--- src/hw/apcc_pkg.sv ---
/*
 * Constants and carrier types of the audio clock configuration block.
 * Assumes a single 250 MHz system clock and a byte-wide register port.
 */
package apcc_pkg;

    // Clock and timing
    localparam int  CLK_MHZ          = 250;
    localparam int  IDLE_TIMEOUT_US  = 200;
    localparam int  IDLE_TIMEOUT_CYC = IDLE_TIMEOUT_US * CLK_MHZ;
    localparam int  RATE_SPLIT_KHZ   = 72;
    localparam logic [15:0] RATE_SPLIT_CYC = 16'((CLK_MHZ * 1000) / RATE_SPLIT_KHZ);
    localparam logic [31:0] FS_RATIO       = 32'h0000_0800;
    localparam logic [31:0] FRAC_SCALE     = 32'h0000_2710;

    // Register offsets
    localparam logic [7:0] OFS_PLL_ENABLE   = 8'h04;
    localparam logic [7:0] OFS_MASTER_CTRL  = 8'h09;
    localparam logic [7:0] OFS_REF_SELECT   = 8'h0D;
    localparam logic [7:0] OFS_PRE_DIV      = 8'h14;
    localparam logic [7:0] OFS_INT_FACTOR   = 8'h15;
    localparam logic [7:0] OFS_FRAC_UPPER   = 8'h16;
    localparam logic [7:0] OFS_FRAC_LOWER   = 8'h17;
    localparam logic [7:0] OFS_POST_MUL     = 8'h18;
    localparam logic [7:0] OFS_PROC_DIV     = 8'h1B;
    localparam logic [7:0] OFS_BITCLK_DIV   = 8'h20;
    localparam logic [7:0] OFS_WORDCLK_DIV  = 8'h21;
    localparam logic [7:0] OFS_AUTO_CTRL    = 8'h25;
    localparam logic [7:0] OFS_STATUS       = 8'h5E;

    // Field positions
    localparam int REF_SEL_LSB   = 4;
    localparam int AUTO_OFF_BIT  = 0;
    localparam int IGN_ERR_BIT   = 1;
    localparam int ST_DOUBLE_BIT = 0;
    localparam int ST_VALID_BIT  = 1;
    localparam int ST_FAULT_BIT  = 2;
    localparam int ST_RAT_OK_BIT = 3;
    localparam int ST_RATIO_LSB  = 4;

    // Reset values
    localparam logic       RST_PLL_ON  = 1'b1;
    localparam logic [2:0] RST_REF_SEL = 3'h0;
    localparam logic [3:0] RST_PDIV    = 4'h1;
    localparam logic [5:0] RST_JINT    = 6'h08;
    localparam logic [5:0] RST_DUP     = 6'h00;
    localparam logic [7:0] RST_DLO     = 8'h00;
    localparam logic [3:0] RST_RMUL    = 4'h0;
    localparam logic [6:0] RST_PDSP    = 7'h01;
    localparam logic [6:0] RST_BDIV    = 7'h07;
    localparam logic [7:0] RST_WDIV    = 8'h3F;

    // Reference source codes
    localparam logic [2:0] REF_MCLK = 3'h0;
    localparam logic [2:0] REF_SCLK = 3'h1;
    localparam logic [2:0] REF_GPIO = 3'h3;

    // Pin indices in the sampled pin vector
    localparam int PIN_MCLK = 0;
    localparam int PIN_SCLK = 1;
    localparam int PIN_LRCK = 2;
    localparam int PIN_GPIO = 3;
    localparam int NPINS    = 4;

    // Measured system clock to sample rate ratio
    typedef enum logic [2:0] {
        RAT_64, RAT_128, RAT_192, RAT_256, RAT_384, RAT_512
    } apcc_ratio_t;

    // Ratio class boundaries in system clock edges per frame
    localparam logic [9:0] RAT_LIM_128 = 10'h060;
    localparam logic [9:0] RAT_LIM_192 = 10'h0A0;
    localparam logic [9:0] RAT_LIM_256 = 10'h0E0;
    localparam logic [9:0] RAT_LIM_384 = 10'h140;
    localparam logic [9:0] RAT_LIM_512 = 10'h1C0;

    // Register port request
    typedef struct packed {
        logic       wr;
        logic       rd;
        logic [7:0] addr;
        logic [7:0] wdata;
    } apcc_req_t;

    // Clock selections for filter, modulator and charge pump
    typedef struct packed {
        logic filter_double;
        logic dsm_double;
        logic ncp_double;
    } apcc_sel_t;

endpackage : apcc_pkg

--- src/hw/apcc_clock_config.sv ---
/*
 * Clock detection and configuration of a stereo audio amplifier: rate sensing,
 * automatic clock tree setup, fractional synthesiser rate model, processor
 * clock divider and clock-master bit and word clock generation.
 * Assumes pins arrive asynchronously and are at most a fifth of clk in rate;
 * the register port is synchronous to clk.
 */
// Operation
// - Sense applied system clock frequency automatically, up to 50 MHz.
// - 88.2/96 kHz are double rate; 32/44.1/48 kHz single rate.
// - With all three clocks valid, configure clock tree and synthesiser automatically.
// - Detected rate selects filter, modulator and charge pump clocks.
// - Software can suppress clock error detection during configuration.
// - Advanced master mode drives bit and word clocks from non-audio reference.
// - Accept 256/384/512x directly; 128/192x only via synthesiser; never 64x.
// - Synthesiser reference from bit clock, system clock or general pin, 3-bit field.
// - Clearing enable stops the synthesiser; external master clock then needed.
// - Synthesiser enable resets to enabled.
// - Output equals input times R times J.D divided by P.
// - R 1..16, J 4..63, D 0..9999, P 1..15.
// - J is integer part, D four-digit decimal fraction of the factor.
// - Sample rate equals synthesiser output divided by 2048.
// - 7-bit processor, 7-bit bit clock and 8-bit word clock dividers.
// - P 4 bits, J 6 bits, D split 6 upper and 8 lower, R 4 bits.
// - Generated master clock is fed back on the system clock pin and divided.
`timescale 1ns/1ps
`default_nettype none

module apcc_clock_config #(
    parameter int IDLE_TIMEOUT = apcc_pkg::IDLE_TIMEOUT_CYC
) (
    // Clock and reset
    input  wire logic               clk,
    input  wire logic               sys_rst,
    // Register port
    input  wire apcc_pkg::apcc_req_t req,
    output logic [7:0]              rdata,
    // Clock pins
    input  wire logic               mclk_in,
    input  wire logic               sclk_in,
    input  wire logic               lrck_in,
    input  wire logic               gpio_ref_in,
    output logic                    sclk_out,
    output logic                    sclk_oe_n,
    output logic                    lrck_out,
    output logic                    lrck_oe_n,
    // Clock tree results
    output apcc_pkg::apcc_sel_t     clk_sel,
    output logic                    auto_active,
    output logic                    clk_fault,
    output logic                    dsp_clk_en,
    output logic                    fs_tick
);

    typedef struct packed {
        logic [apcc_pkg::NPINS-1:0] s1;
        logic [apcc_pkg::NPINS-1:0] s2;
        logic [apcc_pkg::NPINS-1:0] prv;
        logic        pll_on;
        logic [2:0]  ref_sel;
        logic [3:0]  pdiv;
        logic [5:0]  jint;
        logic [5:0]  dup;
        logic [7:0]  dlo;
        logic [3:0]  rmul;
        logic [6:0]  pdsp;
        logic [6:0]  bdiv;
        logic [7:0]  wdiv;
        logic        auto_off;
        logic        ign_err;
        logic        master;
        logic        oe_n;
        logic [15:0] lr_per;
        logic [9:0]  mc_cnt;
        logic [15:0] idle_m;
        logic [15:0] idle_s;
        logic [15:0] idle_l;
        logic        rate_double;
        apcc_pkg::apcc_ratio_t ratio;
        logic        ratio_ok;
        logic        valid;
        logic        fault;
        logic        auto_act;
        logic [31:0] acc;
        logic        fs;
        logic [6:0]  dcnt;
        logic        den;
        logic [6:0]  bcnt;
        logic [7:0]  wcnt;
        logic        bclk;
        logic        wclk;
        logic [7:0]  rd;
    } apcc_state_t;

    apcc_state_t st_reg;
    apcc_state_t st_next;

    logic [apcc_pkg::NPINS-1:0] rise;
    logic        ref_edge;
    logic [31:0] kfac;
    logic [31:0] step;
    logic [31:0] limit;
    logic [31:0] acc_sum;
    logic [3:0]  pval;
    logic [6:0]  bhalf;
    logic [15:0] tmo;

    assign tmo = 16'(IDLE_TIMEOUT);

    always_comb begin
        st_next = st_reg;
        rise    = st_reg.s2 & ~st_reg.prv;

        // Pin synchronisers
        st_next.s1  = {gpio_ref_in, lrck_in, sclk_in, mclk_in};
        st_next.s2  = st_reg.s1;
        st_next.prv = st_reg.s2;

        // Register writes
        if (req.wr) begin
            unique case (req.addr)
                apcc_pkg::OFS_PLL_ENABLE:  st_next.pll_on = req.wdata[0];
                apcc_pkg::OFS_MASTER_CTRL: st_next.master = req.wdata[0];
                apcc_pkg::OFS_REF_SELECT:  st_next.ref_sel = req.wdata[apcc_pkg::REF_SEL_LSB +: 3];
                apcc_pkg::OFS_PRE_DIV:     st_next.pdiv = req.wdata[3:0];
                apcc_pkg::OFS_INT_FACTOR:  st_next.jint = req.wdata[5:0];
                apcc_pkg::OFS_FRAC_UPPER:  st_next.dup = req.wdata[5:0];
                apcc_pkg::OFS_FRAC_LOWER:  st_next.dlo = req.wdata;
                apcc_pkg::OFS_POST_MUL:    st_next.rmul = req.wdata[3:0];
                apcc_pkg::OFS_PROC_DIV:    st_next.pdsp = req.wdata[6:0];
                apcc_pkg::OFS_BITCLK_DIV:  st_next.bdiv = req.wdata[6:0];
                apcc_pkg::OFS_WORDCLK_DIV: st_next.wdiv = req.wdata;
                apcc_pkg::OFS_AUTO_CTRL: begin
                    st_next.auto_off = req.wdata[apcc_pkg::AUTO_OFF_BIT];
                    st_next.ign_err  = req.wdata[apcc_pkg::IGN_ERR_BIT];
                end
                default: ;
            endcase
        end

        // Register reads, unmapped and reserved bits read zero
        if (req.rd) begin
            unique case (req.addr)
                apcc_pkg::OFS_PLL_ENABLE:  st_next.rd = {7'h00, st_reg.pll_on};
                apcc_pkg::OFS_MASTER_CTRL: st_next.rd = {7'h00, st_reg.master};
                apcc_pkg::OFS_REF_SELECT:  st_next.rd = {1'b0, st_reg.ref_sel, 4'h0};
                apcc_pkg::OFS_PRE_DIV:     st_next.rd = {4'h0, st_reg.pdiv};
                apcc_pkg::OFS_INT_FACTOR:  st_next.rd = {2'h0, st_reg.jint};
                apcc_pkg::OFS_FRAC_UPPER:  st_next.rd = {2'h0, st_reg.dup};
                apcc_pkg::OFS_FRAC_LOWER:  st_next.rd = st_reg.dlo;
                apcc_pkg::OFS_POST_MUL:    st_next.rd = {4'h0, st_reg.rmul};
                apcc_pkg::OFS_PROC_DIV:    st_next.rd = {1'b0, st_reg.pdsp};
                apcc_pkg::OFS_BITCLK_DIV:  st_next.rd = {1'b0, st_reg.bdiv};
                apcc_pkg::OFS_WORDCLK_DIV: st_next.rd = st_reg.wdiv;
                apcc_pkg::OFS_AUTO_CTRL:   st_next.rd = {6'h00, st_reg.ign_err, st_reg.auto_off};
                apcc_pkg::OFS_STATUS:      st_next.rd = {1'b0, st_reg.ratio, st_reg.ratio_ok,
                                                         st_reg.fault, st_reg.valid, st_reg.rate_double};
                default:                   st_next.rd = 8'h00;
            endcase
        end

        // Activity watchdogs on the three serial clocks
        st_next.idle_m = rise[apcc_pkg::PIN_MCLK] ? 16'h0000 :
                         (st_reg.idle_m < tmo) ? st_reg.idle_m + 16'h0001 : st_reg.idle_m;
        st_next.idle_s = rise[apcc_pkg::PIN_SCLK] ? 16'h0000 :
                         (st_reg.idle_s < tmo) ? st_reg.idle_s + 16'h0001 : st_reg.idle_s;
        st_next.idle_l = rise[apcc_pkg::PIN_LRCK] ? 16'h0000 :
                         (st_reg.idle_l < tmo) ? st_reg.idle_l + 16'h0001 : st_reg.idle_l;
        st_next.valid  = (st_reg.idle_m < tmo) && (st_reg.idle_s < tmo) && (st_reg.idle_l < tmo);
        st_next.fault  = !st_reg.valid && !st_reg.ign_err;

        // Frame measurement: frame length in clk and system clock edges per frame
        if (rise[apcc_pkg::PIN_LRCK]) begin
            st_next.lr_per      = 16'h0001;
            st_next.mc_cnt      = 10'h000;
            st_next.rate_double = st_reg.lr_per < apcc_pkg::RATE_SPLIT_CYC;
            // Ratio class of the sensed system clock
            if (st_reg.mc_cnt < apcc_pkg::RAT_LIM_128)      st_next.ratio = apcc_pkg::RAT_64;
            else if (st_reg.mc_cnt < apcc_pkg::RAT_LIM_192) st_next.ratio = apcc_pkg::RAT_128;
            else if (st_reg.mc_cnt < apcc_pkg::RAT_LIM_256) st_next.ratio = apcc_pkg::RAT_192;
            else if (st_reg.mc_cnt < apcc_pkg::RAT_LIM_384) st_next.ratio = apcc_pkg::RAT_256;
            else if (st_reg.mc_cnt < apcc_pkg::RAT_LIM_512) st_next.ratio = apcc_pkg::RAT_384;
            else                                            st_next.ratio = apcc_pkg::RAT_512;
        end else begin
            if (st_reg.lr_per != 16'hFFFF) st_next.lr_per = st_reg.lr_per + 16'h0001;
            if (rise[apcc_pkg::PIN_MCLK] && st_reg.mc_cnt != 10'h3FF)
                st_next.mc_cnt = st_reg.mc_cnt + 10'h001;
        end

        // Ratio support check
        unique case (st_reg.ratio)
            apcc_pkg::RAT_64:  st_next.ratio_ok = 1'b0;
            apcc_pkg::RAT_128: st_next.ratio_ok = st_reg.pll_on;
            apcc_pkg::RAT_192: st_next.ratio_ok = st_reg.pll_on && !st_reg.rate_double;
            default:           st_next.ratio_ok = 1'b1;
        endcase

        // Automatic clock tree configuration
        st_next.auto_act = !st_reg.auto_off && st_reg.valid;

        // Pin drivers enabled only in master mode
        st_next.oe_n = !st_reg.master;

        // Synthesiser reference edge
        if (st_reg.auto_act)
            ref_edge = rise[apcc_pkg::PIN_MCLK];
        else begin
            unique case (st_reg.ref_sel)
                apcc_pkg::REF_SCLK: ref_edge = rise[apcc_pkg::PIN_SCLK];
                apcc_pkg::REF_GPIO: ref_edge = rise[apcc_pkg::PIN_GPIO];
                default:            ref_edge = rise[apcc_pkg::PIN_MCLK];
            endcase
        end

        // Fractional rate model, in units of 1/(10000*P) output cycles
        pval    = (st_reg.pdiv == 4'h0) ? 4'h1 : st_reg.pdiv;
        kfac    = 32'(st_reg.jint) * apcc_pkg::FRAC_SCALE + 32'({st_reg.dup, st_reg.dlo});
        step    = kfac * 32'({1'b0, st_reg.rmul} + 5'h01);
        limit   = apcc_pkg::FS_RATIO * apcc_pkg::FRAC_SCALE * 32'(pval);
        acc_sum = st_reg.acc + step;
        st_next.fs = 1'b0;
        if (!st_reg.pll_on) begin
            st_next.acc = 32'h0000_0000;
        end else if (ref_edge) begin
            if (acc_sum >= limit) begin
                st_next.acc = acc_sum - limit;
                st_next.fs  = 1'b1;
            end else begin
                st_next.acc = acc_sum;
            end
        end

        // Processor clock divider on the reference edges
        st_next.den = 1'b0;
        if (ref_edge && st_reg.pll_on) begin
            if (st_reg.dcnt >= st_reg.pdsp) begin
                st_next.dcnt = 7'h00;
                st_next.den  = 1'b1;
            end else begin
                st_next.dcnt = st_reg.dcnt + 7'h01;
            end
        end

        // Master bit and word clocks from the fed-back system clock pin
        bhalf = 7'((8'({1'b0, st_reg.bdiv}) + 8'h01) >> 1);
        if (!st_reg.master) begin
            st_next.bcnt = 7'h00;
            st_next.wcnt = 8'h00;
            st_next.bclk = 1'b0;
            st_next.wclk = 1'b0;
        end else if (rise[apcc_pkg::PIN_MCLK]) begin
            if (st_reg.bcnt >= st_reg.bdiv) begin
                st_next.bcnt = 7'h00;
                st_next.bclk = 1'b1;
                if (st_reg.wcnt >= st_reg.wdiv) st_next.wcnt = 8'h00;
                else st_next.wcnt = st_reg.wcnt + 8'h01;
                st_next.wclk = (st_next.wcnt < 8'((9'({1'b0, st_reg.wdiv}) + 9'h001) >> 1));
            end else begin
                st_next.bcnt = st_reg.bcnt + 7'h01;
                st_next.bclk = (st_reg.bcnt + 7'h01) < bhalf;
            end
        end
    end

    always_ff @(posedge clk or posedge sys_rst) begin
        if (sys_rst) begin
            st_reg          <= '0;
            st_reg.pll_on   <= apcc_pkg::RST_PLL_ON;
            st_reg.ref_sel  <= apcc_pkg::RST_REF_SEL;
            st_reg.pdiv     <= apcc_pkg::RST_PDIV;
            st_reg.jint     <= apcc_pkg::RST_JINT;
            st_reg.dup      <= apcc_pkg::RST_DUP;
            st_reg.dlo      <= apcc_pkg::RST_DLO;
            st_reg.rmul     <= apcc_pkg::RST_RMUL;
            st_reg.pdsp     <= apcc_pkg::RST_PDSP;
            st_reg.bdiv     <= apcc_pkg::RST_BDIV;
            st_reg.wdiv     <= apcc_pkg::RST_WDIV;
            st_reg.ratio    <= apcc_pkg::RAT_256;
            st_reg.ratio_ok <= 1'b1;
            st_reg.oe_n     <= 1'b1;
            // No clock seen yet after reset
            st_reg.idle_m   <= 16'(IDLE_TIMEOUT);
            st_reg.idle_s   <= 16'(IDLE_TIMEOUT);
            st_reg.idle_l   <= 16'(IDLE_TIMEOUT);
        end else begin
            st_reg <= st_next;
        end
    end

    // Outputs straight from state flops
    assign rdata       = st_reg.rd;
    assign sclk_out    = st_reg.bclk;
    assign lrck_out    = st_reg.wclk;
    assign sclk_oe_n   = st_reg.oe_n;
    assign lrck_oe_n   = st_reg.oe_n;
    assign clk_sel     = '{filter_double: st_reg.rate_double, dsm_double: st_reg.rate_double,
                           ncp_double: st_reg.rate_double};
    assign auto_active = st_reg.auto_act;
    assign clk_fault   = st_reg.fault;
    assign dsp_clk_en  = st_reg.den;
    assign fs_tick     = st_reg.fs;

endmodule // apcc_clock_config

`default_nettype wire

--- config.mk ---
export PLATFORM = sky130hd
export DESIGN_NAME = apcc_clock_config
export DESIGN_NICKNAME = d
export VERILOG_FILES = /design/src/hw/apcc_pkg.sv /design/src/hw/apcc_clock_config.sv
export SDC_FILE = /design/constraint.sdc
export NUM_CORES = 1
export LEC_CHECK = 0
export BUFFER_PORTS_ARGS = -buffer_cell sky130_fd_sc_hd__buf_2
export CORE_MARGIN = 2
export CORE_UTILIZATION = 50
export DETAILED_ROUTE_END_ITERATION = 16
export PLACE_DENSITY = 0.66
export RECOVER_POWER = 100
export SLEW_MARGIN = 20
export SYNTH_ARGS = -nofsm -noshare
export SYNTH_HDL_FRONTEND = slang
export SYNTH_SLANG_ARGS = --single-unit
--- constraint.sdc ---
create_clock -name clk -period 19.3 [get_ports clk]
set_input_delay 1.93 -clock clk [delete_from_list [all_inputs] [get_ports clk]]
set_output_delay 1.93 -clock clk [all_outputs]
set_load 0.01 [all_outputs]
Word-level counts from Yosys, hierarchy flattened
Cells that the tools add are included.
W data, S select, Z words.
{"block": "totals", "reg_bits": 218, "latch_bits": 0, "mem_bits_rw": 0, "mem_bits_ro": 0, "in_bits": 24, "elab_cells": 162, "memories": 0}
{"block": "classes", "n_addsub": 14, "n_mul": 3, "div": 0, "order_cmp": 15, "n_eq_ne": 22, "shifts": 0, "n_mux": 37, "bitwise": 2, "n_reduce_logical": 32}
{"cell": "$mux W16", "n": 7}
{"cell": "$pmux W8 S13", "n": 1}
{"cell": "$add A16 B1 Y16 const B", "n": 4}
{"cell": "$mux W32", "n": 2}
{"cell": "$eq A8 B5 Y1 const B", "n": 6}
{"cell": "$lt A16 B16 Y1 const B", "n": 3}
{"cell": "$mux W8", "n": 5}
{"cell": "$mux W17", "n": 2}
{"cell": "$mux W33", "n": 1}
{"cell": "$add A32 B26 Y32", "n": 1}
{"cell": "$ge A32 B29 Y1", "n": 1}
{"cell": "$sub A32 B29 Y32", "n": 1}
{"cell": "$mul A21 B5 Y26", "n": 1}
{"cell": "$mux W26", "n": 1}
{"cell": "$reduce_and A2 Y1", "n": 13}
{"cell": "$eq A8 B6 Y1 const B", "n": 3}
{"cell": "$add A20 B14 Y21", "n": 1}
{"cell": "$lt A10 B8 Y1 const B", "n": 2}
{"cell": "$lt A10 B9 Y1 const B", "n": 2}
{"cell": "$eq A8 B4 Y1 const B", "n": 2}
{"cell": "$lt A16 B12 Y1 const B", "n": 1}
{"cell": "$mul A6 B10 Y16 const B", "n": 1}
{"cell": "$ne A16 B16 Y1 const B", "n": 1}
{"cell": "$add A7 B1 Y7 const B", "n": 2}
{"cell": "31 further kinds", "n": 61}

Depth between registers and ports, before layout
{"block": "depth", "ltp_word": 9, "depth_mapped": 45, "mapped_depth_nobuf": 43}

Least setup slack after synthesis
No wires, ideal clock.
{"block": "synth_path", "path_type": "register to register", "start": "register st_reg[193] in the netlist's numbering", "end": "register st_reg[61] in the netlist's numbering", "setup_time_ns": 0.122, "t_arrival_ns": 9.557, "required_time_ns": 19.178, "slack_ns": 9.622, "stages_incl_launch_ff": 41, "n_path_buf": 1, "cell_sequence": "dfrtp_1 -> inv_1 -> fa_1 -> fa_1 -> inv_1 -> ha_1 -> inv_1 -> fa_1 -> inv_1 -> ha_1 -> a21o_1 -> a31o_2 -> a221oi_1 -> xor2_1 -> nor2_1 -> fa_1 -> fa_1 -> inv_1 -> (+5 left out) -> nor2_1 -> a21oi_1 -> a21boi_0 -> a221o_2 -> a21oi_1 -> xnor2_1 -> ha_1 -> nand3_1 -> a31oi_1 -> o21a_1 -> o21a_1 -> a221o_1 -> a2111o_1 -> nor3_2 -> nand3b_1 -> buf_6 -> mux2_4 -> a32o_1"}
{"block": "synth_between", "elab_chain_len": 8, "word_cells_on_any_way": 9, "cone_classes": "add/sub: 3; mul: 2; order compare: 1; mux: 3"}
{"item": "start: declaration", "line": "apcc_clock_config.sv:95", "text": "apcc_state_t st_reg;"}
{"item": "start signal: assignment", "line": "apcc_clock_config.sv:286", "text": "st_reg <= st_next;"}
{"item": "$mul A6 B10 Y16 (*)", "line": "apcc_clock_config.sv:217", "text": "kfac = 32'(st_reg.jint) * apcc_pkg::FRAC_SCALE + 32'({st_reg.dup, st_reg.dlo});"}
{"item": "$add A20 B14 Y21 (*)", "line": "apcc_clock_config.sv:217"}
{"item": "$mul A21 B5 Y26 (*)", "line": "apcc_clock_config.sv:218", "text": "step = kfac * 32'({1'b0, st_reg.rmul} + 5'h01);"}
{"item": "$add A32 B26 Y32 (*)", "line": "apcc_clock_config.sv:220", "text": "acc_sum = st_reg.acc + step;"}
{"item": "$sub A32 B29 Y32 or $ge A32 B29 Y1 (tied branches)", "line": "apcc_clock_config.sv:226, apcc_clock_config.sv:225"}
{"item": "$mux W32 (*)", "line": "apcc_clock_config.sv:225", "text": "if (acc_sum >= limit) begin"}
{"item": "$mux W33 (*)", "line": "apcc_clock_config.sv:224", "text": "end else if (ref_edge) begin"}
{"item": "$mux W32 (*)", "line": "apcc_clock_config.sv:222", "text": "if (!st_reg.pll_on) begin"}
Mark *: on every way between the ends. The rest lies on a longest branch, timed or not. The select of a mux whose other input is x is not followed.
A chain may end at the register's enable or synchronous reset.

Worst setup path in the final report
{"block": "layout_path", "start": "register st_reg[193] in the netlist's numbering", "end": "register st_reg[50] in the netlist's numbering"}
The elaborated chain is that of the path after synthesis.

==> out/qor.log <==
qor: run_status.status finished, violations left
qor: run_status.failed_checks capacitance limit, slew limit
qor: critical_path.worstSetupStartpoint st_reg[193]$_DFFE_PP0P_
qor: timing.relSlewSlack -320.1%
qor: critical_path.reg_to_reg_end st_reg[50]$_DFFE_PP0P_
qor: final_layout.nFillCells 3124
qor: clock_network.tritoncts done
qor: die.die-height 190.5 um
qor: critical_path.critPathSlowestCell fa_1
qor: clock_network.cts_setup_buffers 0
qor: clock_network.worst_setup_hold_path_clk_slew 0.06 ns
qor: clock_network.clkLatencyLatePin 0.57 ns
qor: synth.syn_area 0.01739 sq mm
qor: final_layout.areaGrowthSynthToFinish 8.195%
qor: timing.skew 0.01987 ns
qor: place.gp_congestion 0.9074
qor: clock_network.cts.hold.buffers_added 0
qor: timing.worst_pin_slew 6.267 ns
qor: synth.netlist-cell-type-count 81
qor: timing.rsz0062_at_grt no
qor: timing.setup_viol 0
qor: final_layout.num-nets-final 2176
qor: grt.grt_antenna_before_repair 1
qor: routing.route.antenna.remaining_nets 0
qor: clock_network.cts.sink_count 218
qor: clock_network.cts_inserted_buffers 25
qor: synth.synth_flop_cell dfrtp_1
qor: critical_path.timing.critical_path.required 19.78 ns
qor: worst_hold_path.holdCritPathClass flop to flop
qor: critical_path.cp_startpoint_kind flop
qor: timing.timing.final.crit_period 11.33 ns
qor: timing.fmaxAchievable 88.29 MHz
qor: routing.num_vias 13480
qor: synth.most_numerous_cell_in_the_yosys_netlist nor2_1
qor: critical_path.timing.reg2reg.setup_slack 7.97 ns
qor: power.p_leak 8.791 nW
qor: final_layout.post-route-cell-area 0.01881 sq mm
qor: synth.synth_area_leaders dfrtp_1 26%, fa_1 11%, ha_1 10%, dfstp_2 5.3%, nor2_1 4.1%
qor: power.pwr_density_cell 68.04 mW/mm^2
qor: synth.yosys_register_bits 218
qor: run.drv_cap 2
qor: critical_path.rr_startpoint st_reg[193]$_DFFE_PP0P_
qor: synth.synthesis.yosys.warnings 0
qor: clock_network.post_cts_resize_count 0
qor: critical_path.worst_path_dominant_cell_family adder cells
qor: critical_path.critical_path_class flop to flop
qor: timing.final.setup.tns 0 ns
qor: critical_path.setup.worst_path.end st_reg[50]$_DFFE_PP0P_
qor: critical_path.crit_fanout 11
qor: final_layout.instances_no_fill 2389
qor: grt.grt_usage 23.64%
qor: place.place.detailed.instances 2341
qor: routing.initialDrtViolationCount 701
qor: clock_network.clock_tree.root_cell clkbuf_16
qor: critical_path.cpMostUsedCell fa_1
qor: critical_path.critical_path_depth 42
qor: die.dieArea 0.03629 sq mm
qor: routing.drcViolationCount 0
qor: die.die_x_extent 190.5 um
qor: grt.grt_pass1_vias 13530
qor: synth.share_of_synthesized_flip_flops_with_an_asynchronous_set_or_reset 100.0%
qor: routing.route.final.wire_length 41.75 mm
qor: routing.via_density_per_instance 5.643
qor: timing.post-route-period-util 58.68%
qor: clock_network.clock_tree.buffer_depth 3
qor: synth.synth_top_cells_by_count 191 x nor2_1, 183 x dfrtp_1, 178 x nand2_1
qor: critical_path.critPathCaptureType flop
qor: power.report.power.total 1.280 mW
qor: synth.syn-mean-instance-area 9.240 sq um
qor: die.core 0.03437 sq mm
qor: critical_path.critPathArrivalTime 11.81 ns
qor: critical_path.reg2regPathDepth 42
qor: power.irDropWorstVdd 0.07200 mV
qor: final_layout.multi_input_comb_area 0.01095 sq mm
qor: critical_path.critical_path_buf_inv_count 6
qor: synth.synthesis.instances 1882
qor: final_layout.flip_flop_count_of_the_largest_register_all_copies_and_words_added 194
qor: place.port-buffer-count 42
qor: grt.globalRouteOverflowTotal 0
qor: synth.yosysTopAreaCellShare 26.33%
qor: final_layout.regArea 0.005499 sq mm
qor: routing.drt-pass1-iter-count 6
qor: die.start_util 50.59%
qor: clock_network.cts.htree.levels 1
qor: die.rows 68
qor: synth.synth-edff-count 0
qor: die.top_level_ports 43
qor: grt.grt_first_pass_wirelength 68.97 mm
qor: critical_path.critical_path.max_stage_delay 0.52 ns
qor: synth.synth.largest_area_cell dfrtp_1
qor: timing.final_hold_viol_count 0
qor: timing.final-max-slew-violation-count 221
qor: final_layout.layout-drive-gt1-share 9.053%
qor: synth.synth-seq-area-share 31.62%
qor: place.dpl_cell_area 0.01802 sq mm
qor: place.dp.final_hpwl 31.37 mm
qor: final_layout.final_core_utilization 54.74%
qor: routing.detail_route.wl_per_cell 17.47 um
qor: grt.grt_start_max_net_pins 145
==> cell type report <==
| type | count | share of cell area, % |
|---|---|---|
| tap | 455 | 3.026 |
| antenna | 1 | 0.01330 |
| sequential | 218 | 29.23 |
| clock buffer | 29 | 3.511 |
| timing repair buffer | 55 | 1.317 |
| multi-input combinational | 1436 | 58.19 |
| clock inverter | 17 | 1.157 |
| inverter | 178 | 3.558 |
==> metal layers <==
metal  part of all wire [%]  GRT usage (%)  wire length [um]  vias up
li1                       -              -                 -     6486
met1                     45          31.67             18740     6623
met2                     47          39.75             19810      294
met3                    4.9          3.736              2061       79
met4                    2.7          6.619              1135        0
met5                      0              0                 0        -
==> logic make-up (layout without fill, tap and decap cells) <==
| group | count (synthesis) | count (layout) | synth area share [%] |
|---|---|---|---|
| muxes | 75 | 75 | 4.835 |
| buffers and inverters | 231 | 279 | 5.332 |
| other | 2 | 6 | 0.04319 |
| AOI/OAI and AO/OA | 342 | 342 | 12.71 |
| DFF | 218 | 218 | 31.62 |
| adders and majority gates | 238 | 238 | 21.14 |
| and+or+nand+nor | 636 | 636 | 17.27 |
| xor gates and xnor gates | 140 | 140 | 7.051 |
==> cells in the final DEF (no fill, tap or decap), types with 14 or more instances in the layout <==
cell type / count
nand4_1: 28
nor2_1: 191
and3_1: 14
clkbuf_16: 25
o31ai_1: 14
dfrtp_1: 183
nand2b_1: 26
xor2_1: 71
o21ai_0: 78
nand2_1: 178
ha_1: 145
nor3_1: 22
o21a_1: 14
a21oi_1: 92
inv_1: 176
nand3_1: 59
mux2_2: 50
clkbuf_1: 34
dfstp_2: 29
mux2i_1: 21
or3_1: 17
xnor2_1: 68
buf_2: 18
a31oi_1: 14
and2_1: 21
fa_1: 93
a21o_1: 37
nor2b_1: 28
a22oi_1: 17
==> report_power, final <==
group	switching, mW	total, mW	leakage (nW)	internal (mW)
registers	0.0302	0.513	2.84	0.483
logic	0.154	0.257	5.53	0.103
clock network	0.209	0.510	0.423	0.302
total	0.393	1.28	8.79	0.888
==> per-stage QoR <==
step,hold WS (ns),setup slack [ns]
6_report,0.3473,7.974
5_1_grt,0.3609,7.138
4_1_cts,0.3490,7.883
3_5_place_dp,0.3347,7.936
3_3_place_gp,0.3322,8.226
2_1_floorplan,0.3312,9.622
==> worst min-delay path by stage <==
| stage | slack, ns | from | depth (start not counted) | endpoint |
|---|---|---|---|---|
| after floorplan | 0.33 | st_next[210]$_DFF_PP0_ | 0 | st_next[206]$_DFF_PP0_ |
| after global placement | 0.33 | st_next[210]$_DFF_PP0_ | 0 | st_next[206]$_DFF_PP0_ |
| after detailed placement | 0.33 | st_next[213]$_DFF_PP0_ | 0 | st_next[209]$_DFF_PP0_ |
| after CTS | 0.35 | st_next[213]$_DFF_PP0_ | 0 | st_next[209]$_DFF_PP0_ |
| after global routing | 0.36 | st_next[213]$_DFF_PP0_ | 0 | st_next[209]$_DFF_PP0_ |
| final | 0.35 | st_next[213]$_DFF_PP0_ | 0 | st_next[209]$_DFF_PP0_ |
No activity file was read; power rests on OpenSTA's default activity.
